[src/hdl/flash_crc_pkg.sv]
// Constants shared by the halt-time flash checksum engine
package flash_crc_pkg;

	// Register byte addresses in the peripheral space
	localparam logic [19:0] FLASH_CRC_CONTROL_ADDR = 20'hF02F0;
	localparam logic [19:0] FLASH_CRC_RESULT_ADDR = 20'hF02F2;

	// Reset values
	localparam logic [7:0] FLASH_CRC_CONTROL_RST = 8'h00;
	localparam logic [15:0] FLASH_CRC_RESULT_RST = 16'h0000;

	// Control register field layout
	localparam int ENGINE_ENABLE_POS = 7;
	localparam int RANGE_CODE_LSB = 0;
	localparam int RANGE_CODE_W = 6;
	localparam logic [5:0] RANGE_CODE_MAX = 6'h0F;

	// Access sizes driven by the core
	localparam logic [1:0] ACC_BIT = 2'h0;
	localparam logic [1:0] ACC_BYTE = 2'h1;
	localparam logic [1:0] ACC_WORD = 2'h2;

	// Checksum generator: x^16 + x^12 + x^5 + 1
	localparam logic [15:0] CRC_POLY = 16'h1021;

	// Flash geometry: one 16 KB step is 4096 words of 4 bytes
	localparam int FLASH_ADDR_W = 18;
	localparam int STEP_WORDS = 4096;
	localparam logic [17:0] WORD_BYTES = 18'h00004;

	// Pass controller states
	typedef enum logic [1:0] {
		ST_IDLE,
		ST_RUN
	} pass_state_t;

endpackage

[src/hdl/crc_word_step.sv]
// One 32-bit word folded into a CRC-16 remainder, bit 31 first
module crc_word_step
	import flash_crc_pkg::*;
(
	// Remainder before and after the word
	input wire logic [15:0] crc_in,
	input wire logic [31:0] word_in,
	output logic [15:0] crc_out
);

	// Shift function: serial division unrolled over the whole word
	function automatic logic [15:0] fold_word(input logic [15:0] crc, input logic [31:0] word);
		logic [15:0] r;
		logic fb;
		r = crc;
		fb = 1'b0;
		for (int i = 31; i >= 0; i--) begin
			fb = r[15] ^ word[i];
			r = {r[14:0], 1'b0};
			if (fb) begin
				r = r ^ CRC_POLY;
			end
		end
		return r;
	endfunction

	// Purely combinational so a word is absorbed every clock
	always_comb begin
		crc_out = fold_word(crc_in, word_in);
	end

endmodule

[src/hdl/flash_halt_crc_engine.sv]
// Halt-time CRC-16 checker of the code flash with its two registers
//
// Contract
// - Checksum uses generator x^16 + x^12 + x^5 + 1.
// - Each 32-bit word enters most significant bit first, bit 31 to 0.
// - With enable set, a halt instruction starts a checksum pass.
// - With enable clear, the unit idles and halt starts nothing.
// - The CPU stays held for the entire pass.
// - The CPU is released automatically when the pass completes.
// - Range code n selects (n+1) x 16 KB; codes above 15 prohibited.
// - Range starts at zero and omits the final four bytes.
// - A pass takes (n+1) x 4096 - 1 clocks, one per word read.
// - Result register holds latest pass checksum, resets to zero.
// - Result writes only take effect while enable is set.
// - Control takes bit writes of enable and byte accesses; resets zero.
// - Result register accepts only whole 16-bit accesses.
// - Security ID areas are read unmasked during a pass.
module flash_halt_crc_engine
	import flash_crc_pkg::*;
#(
	parameter int WORDS_PER_STEP = STEP_WORDS
)
(
	// Clock and reset
	input wire logic ref_clk_in,
	input wire logic rst_b_in,
	// Core register access
	input wire logic [19:0] reg_addr_in,
	input wire logic reg_wr_in,
	input wire logic reg_rd_in,
	input wire logic [1:0] reg_size_in,
	input wire logic [2:0] reg_bit_in,
	input wire logic [15:0] reg_wdata_in,
	output logic [15:0] reg_rdata_out,
	// Core halt handshake
	input wire logic halt_exec_in,
	output logic cpu_hold_out,
	output logic halt_release_out,
	// Code flash read port, data valid in the same cycle
	output logic flash_rd_out,
	output logic [FLASH_ADDR_W-1:0] flash_addr_out,
	input wire logic [31:0] flash_rdata_in
);

	// Words in a pass for a range code; prohibited codes clamp to the top range
	function automatic logic [15:0] pass_words(input logic [5:0] code);
		logic [5:0] c;
		logic [31:0] n;
		c = (code > RANGE_CODE_MAX) ? RANGE_CODE_MAX : code;
		n = (32'(c) + 32'd1) * 32'(WORDS_PER_STEP) - 32'd1;
		return n[15:0];
	endfunction

	logic enable_q, enable_d;
	logic [5:0] range_q, range_d;
	logic [15:0] result_q, result_d;
	logic [15:0] rdata_q, rdata_d;
	pass_state_t state_q, state_d;
	logic [15:0] left_q, left_d;
	logic [15:0] crc_q, crc_d;
	logic [15:0] crc_next;
	logic hold_q, hold_d;
	logic release_q, release_d;
	logic rd_q, rd_d;
	logic [FLASH_ADDR_W-1:0] addr_q, addr_d;
	logic ctrl_sel, res_sel;

	assign ctrl_sel = (reg_addr_in == FLASH_CRC_CONTROL_ADDR);
	assign res_sel = (reg_addr_in == FLASH_CRC_RESULT_ADDR);

	// Flash data passes untouched, so the ID areas are checked as stored
	crc_word_step u_step (
		.crc_in(crc_q),
		.word_in(flash_rdata_in),
		.crc_out(crc_next)
	);

	// Register writes and read data; the end of a pass overrides a result write
	always_comb begin
		enable_d = enable_q;
		range_d = range_q;
		result_d = result_q;
		rdata_d = rdata_q;
		if (reg_wr_in && ctrl_sel && reg_size_in == ACC_BYTE) begin
			enable_d = reg_wdata_in[ENGINE_ENABLE_POS];
			range_d = reg_wdata_in[RANGE_CODE_LSB +: RANGE_CODE_W];
		end else if (reg_wr_in && ctrl_sel && reg_size_in == ACC_BIT) begin
			if (reg_bit_in == 3'(ENGINE_ENABLE_POS)) begin
				enable_d = reg_wdata_in[0];
			end
		end else if (reg_wr_in && res_sel && reg_size_in == ACC_WORD && enable_q) begin
			result_d = reg_wdata_in;
		end
		if (state_q == ST_RUN && left_q == 16'h0000) begin
			result_d = crc_next;
		end
		if (reg_rd_in && ctrl_sel && reg_size_in != ACC_WORD) begin
			rdata_d = {8'h00, enable_q, 1'b0, range_q};
		end else if (reg_rd_in && res_sel && reg_size_in == ACC_WORD) begin
			rdata_d = result_q;
		end else if (reg_rd_in) begin
			rdata_d = 16'h0000;
		end
	end

	// Register state; read data stays until the next read so software may poll late
	always_ff @(posedge ref_clk_in or negedge rst_b_in) begin
		if (!rst_b_in) begin
			enable_q <= FLASH_CRC_CONTROL_RST[ENGINE_ENABLE_POS];
			range_q <= FLASH_CRC_CONTROL_RST[RANGE_CODE_W-1:0];
			result_q <= FLASH_CRC_RESULT_RST;
			rdata_q <= 16'h0000;
		end else begin
			enable_q <= enable_d;
			range_q <= range_d;
			result_q <= result_d;
			rdata_q <= rdata_d;
		end
	end

	// Pass sequencer: one word per clock from address zero upward
	always_comb begin
		state_d = state_q;
		left_d = left_q;
		crc_d = crc_q;
		hold_d = hold_q;
		release_d = 1'b0;
		rd_d = rd_q;
		addr_d = addr_q;
		case (state_q)
			ST_IDLE: begin
				if (halt_exec_in && enable_q) begin
					state_d = ST_RUN;
					left_d = pass_words(range_q) - 16'h0001;
					crc_d = result_q;
					hold_d = 1'b1;
					rd_d = 1'b1;
					addr_d = '0;
				end
			end
			ST_RUN: begin
				crc_d = crc_next;
				addr_d = addr_q + WORD_BYTES;
				left_d = left_q - 16'h0001;
				if (left_q == 16'h0000) begin
					state_d = ST_IDLE;
					hold_d = 1'b0;
					release_d = 1'b1;
					rd_d = 1'b0;
					addr_d = '0;
				end
			end
			default: begin
				state_d = ST_IDLE;
				hold_d = 1'b0;
				rd_d = 1'b0;
			end
		endcase
	end

	// Sequencer state, reset to idle with the CPU free
	always_ff @(posedge ref_clk_in or negedge rst_b_in) begin
		if (!rst_b_in) begin
			state_q <= ST_IDLE;
			left_q <= 16'h0000;
			crc_q <= 16'h0000;
			hold_q <= 1'b0;
			release_q <= 1'b0;
			rd_q <= 1'b0;
			addr_q <= '0;
		end else begin
			state_q <= state_d;
			left_q <= left_d;
			crc_q <= crc_d;
			hold_q <= hold_d;
			release_q <= release_d;
			rd_q <= rd_d;
			addr_q <= addr_d;
		end
	end

	// Outputs straight from flip-flops
	assign reg_rdata_out = rdata_q;
	assign cpu_hold_out = hold_q;
	assign halt_release_out = release_q;
	assign flash_rd_out = rd_q;
	assign flash_addr_out = addr_q;

	// Helper: clocks spent holding the CPU and the length expected for the pass
	logic [16:0] run_cnt_q, run_cnt_d;
	logic [15:0] exp_len_q, exp_len_d;
	always_comb begin
		run_cnt_d = run_cnt_q;
		exp_len_d = exp_len_q;
		if (state_q == ST_IDLE && halt_exec_in && enable_q) begin
			run_cnt_d = 17'h00000;
			exp_len_d = pass_words(range_q);
		end else if (hold_q) begin
			run_cnt_d = run_cnt_q + 17'h00001;
		end
	end

	// Helper registers; the clock count is one bit wider than a pass so an overrun is still visible
	always_ff @(posedge ref_clk_in or negedge rst_b_in) begin
		if (!rst_b_in) begin
			run_cnt_q <= 17'h00000;
			exp_len_q <= 16'h0000;
		end else begin
			run_cnt_q <= run_cnt_d;
			exp_len_q <= exp_len_d;
		end
	end
endmodule

[config.mk]
export PLATFORM = sky130hd
export DESIGN_NAME = flash_halt_crc_engine
export DESIGN_NICKNAME = d
export VERILOG_FILES = /design/src/hdl/flash_crc_pkg.sv /design/src/hdl/crc_word_step.sv /design/src/hdl/flash_halt_crc_engine.sv
export SDC_FILE = /design/constraint.sdc
export NUM_CORES = 1
export LEC_CHECK = 0
export BUFFER_PORTS_ARGS = -buffer_cell sky130_fd_sc_hd__buf_4
export CORE_UTILIZATION = 57
export CTS_BUF_LIST = sky130_fd_sc_hd__clkbuf_8
export DETAILED_ROUTE_END_ITERATION = 10
export MAX_ROUTING_LAYER = met4
export PLACE_DENSITY = 0.82
export SETUP_SLACK_MARGIN = 0.2
export SYNTH_ARGS = -nofsm -noshare
export SYNTH_HDL_FRONTEND = slang
export SYNTH_SLANG_ARGS = --single-unit
export TNS_END_PERCENT = 50
[constraint.sdc]
create_clock -name ref_clk_in -period 3.7 [get_ports ref_clk_in]
set_input_delay 0.555 -clock ref_clk_in [delete_from_list [all_inputs] [get_ports ref_clk_in]]
set_output_delay 0.555 -clock ref_clk_in [all_outputs]
set_load 0.01 [all_outputs]
==> out/results.txt <==
# nets final = 722
Htree depth = 3
Final routed DRC violation total = 0
# IOs = 115
Max Cap Viol = 0
Most used DFF post-synth = dfrtp_1
Total gr overflow = 0
Root Buffer = clkbuf_8
Setup bufs post-CTS = 0
Final-report hold violation count = 0
Top cell type's share of synthesized area = 39.52%
Yosys warnings = 0
Period utilization = 79.03%
Synth cell types = 49
Seq/Total Area, Yosys = 39.52%
Util after Layout = 71.67%
Diode count = 0
Total Die Area = 10,290 um2
Die X = 101.4 um
Initial DRC Count = 250
Worst Tran Pin Value = 1141 ps
Total GRT Usage = 28.33%
Max Clock Freq = 0.3420 GHz
Post-CTS sizing = 0
Most numerous cell in the Yosys netlist = dfrtp_1
Clock buffer depth = 2
HP Class = in2async
Setup violations, final = 0
Fraction of registers with async set/reset = 100.0%
Total CTS buffers = 9
WL/cell = 17.52 um
Drt first pass iters = 4
Crit Path Class = reg2reg
Crit. End Element = register
GPL Wtd Cong = 0.8872
CTS tree = built
Data arrival time of the worst path = 3140 ps
Fin crit period = 2924 ps
Fin Setup TNS = 0 ps
Post-synth EDFFs = 0
Die Y = 101.4 um
Pins Over Slew Limit = 0
Synthesized cell area = 5635 um2
Clk pin slew, worst setup/hold paths = 80 ps
Dpl hpwl = 9.988 mm
Initial antenna violation count = 0
Synth area leader = dfrtp_1
Startpoint Class = register
Rel. slew slack = 23.94%
Final wirelength = 13.60 mm
Reg2reg start = crc_q[10]
Top cells by count, synth = dfrtp_1, o21ai_0, xnor2_1
Largest net degree at the start of global routing = 90
Via/cell ratio = 5.688
CP Max Fanout = 4
Vias in the first global route = 4,334
Clk_skew = 11.08 ps
Synth Register Bits = 89
Clock Latency Late Sink = 350 ps
Worst EP required = 3920 ps
IO buf count = 112
Layout cells sized above 1 = 25.66%
Status = completed
Area delta synth->final = 19.74%
Syn Inst Count = 539
Hold buffers post-CTS = 0
CP Launch Point = crc_q[10]
First-pass GRT wire length = 21.42 mm
Post-route ant nets = 0
Initial core utilization = 59.85%
Placement Setup Slack = 534.8 ps
CTS sink cnt = 89
Mean post-synth cell area = 10.46 um2
Core Area = 9415 um2
RSZ-0062 raised after global routing = no
Final WS setup = 776.1 ps
Top post-synthesis cells by area = dfrtp_1, xnor2_1, xnor3_1, o21ai_0, a21oi_1
Row count = 35
Via count = 4,414
==> cell families (layout without fill, tap and decap cells) <==
kind of cell	count (synthesis)	in the layout	share of synthesized area, %
compound gates	130	130	13.57
xor+xnor	98	98	24.58
fa+ha+maj	2	2	0.4440
buf+inv	42	149	3.907
flops	89	89	39.52
mux	17	17	3.175
other cells	1	2	0.06654
simple gates	160	160	14.74
==> registers in the layout, indices dropped and copies added, names as in the netlist <==
signal and cells:
crc_q 16, enable_q 1, flash_addr_out 16, flash_rd_out 1
halt_release_out 1, left_q 16, range_q 6, reg_rdata_out 16
result_q 16
==> stage by stage <==
stage	hold WS [ps]	cells	cell area, um2
final	397.0	776	6748
after global routing	407.0	776	6748
after CTS	412.7	776	6748
after detailed placement	474.7	760	6536
after global placement	467.7	760	6536
after floorplan	259.4	540	5639
==> layout by cell type (no fill, tap or decap), types with 2 or more instances in the layout <==
cell	n
dfrtp_1	89
and2_1	3
nand3_1	17
nor3_1	11
a31oi_1	5
nor4b_1	2
nor4_1	7
nand2_1	27
xor2_2	4
xor2_1	12
o21ai_0	44
xor3_1	5
xnor3_2	7
or2_2	2
o31ai_1	4
o41ai_1	2
buf_4	118
xnor2_1	43
nand4_1	4
ha_1	2
xnor3_1	15
a21oi_1	40
nor2b_1	16
conb_1	2
xnor2_2	10
bufinv_16	2
mux2i_1	10
a22oi_1	8
and3_1	22
mux2_2	7
clkbuf_8	9
a211oi_1	23
nand2b_1	9
a21o_1	2
inv_1	18
nor2_1	34
==> routing by layer <==
| metal | up-vias | track usage (%) | routed length (um) |
|---|---|---|---|
| li1 | 2106 | - | - |
| met1 | 2180 | 36.06 | 5827 |
| met2 | 121 | 47.93 | 7072 |
| met3 | 7 | 4.762 | 602 |
| met4 | 0 | 5.797 | 93 |
| met5 | - | - | 0 |
==> final timing paths <==
check | to | slack, ps | cells past startpoint
worst max register to register | result_q[15] | 780 | 7
worst min register to register | left_q[9] | 480 | 1
worst min-delay path | crc_q[13] | 400 | 1
worst max-delay path | result_q[15] | 780 | 7
max in group asynchronous | flash_addr_out[14] | 2540 | 1
min in group ref_clk_in | enable_q | 430 | 2
==> final cells by class <==
class	count	area (um2)
clock buffer	9	123.9
clock inverter	7	87.58
fill	699	2668
inverter	15	56.30
multi-input combinational	409	3206
sequential	89	2227
tap	129	161.4
timing repair buffer	118	885.9
==> critical path, stage by stage (launching register included) <==
cell and delay, ps:
dfrtp_1 430, xnor2_2 270, xnor3_2 550, xor3_1 470
xnor3_2 290, xnor3_2 460, xnor2_1 240, a21oi_1 100
Power is not shown: default switching activity piles up to over one toggle a cycle in this logic, so the estimate is an artifact.
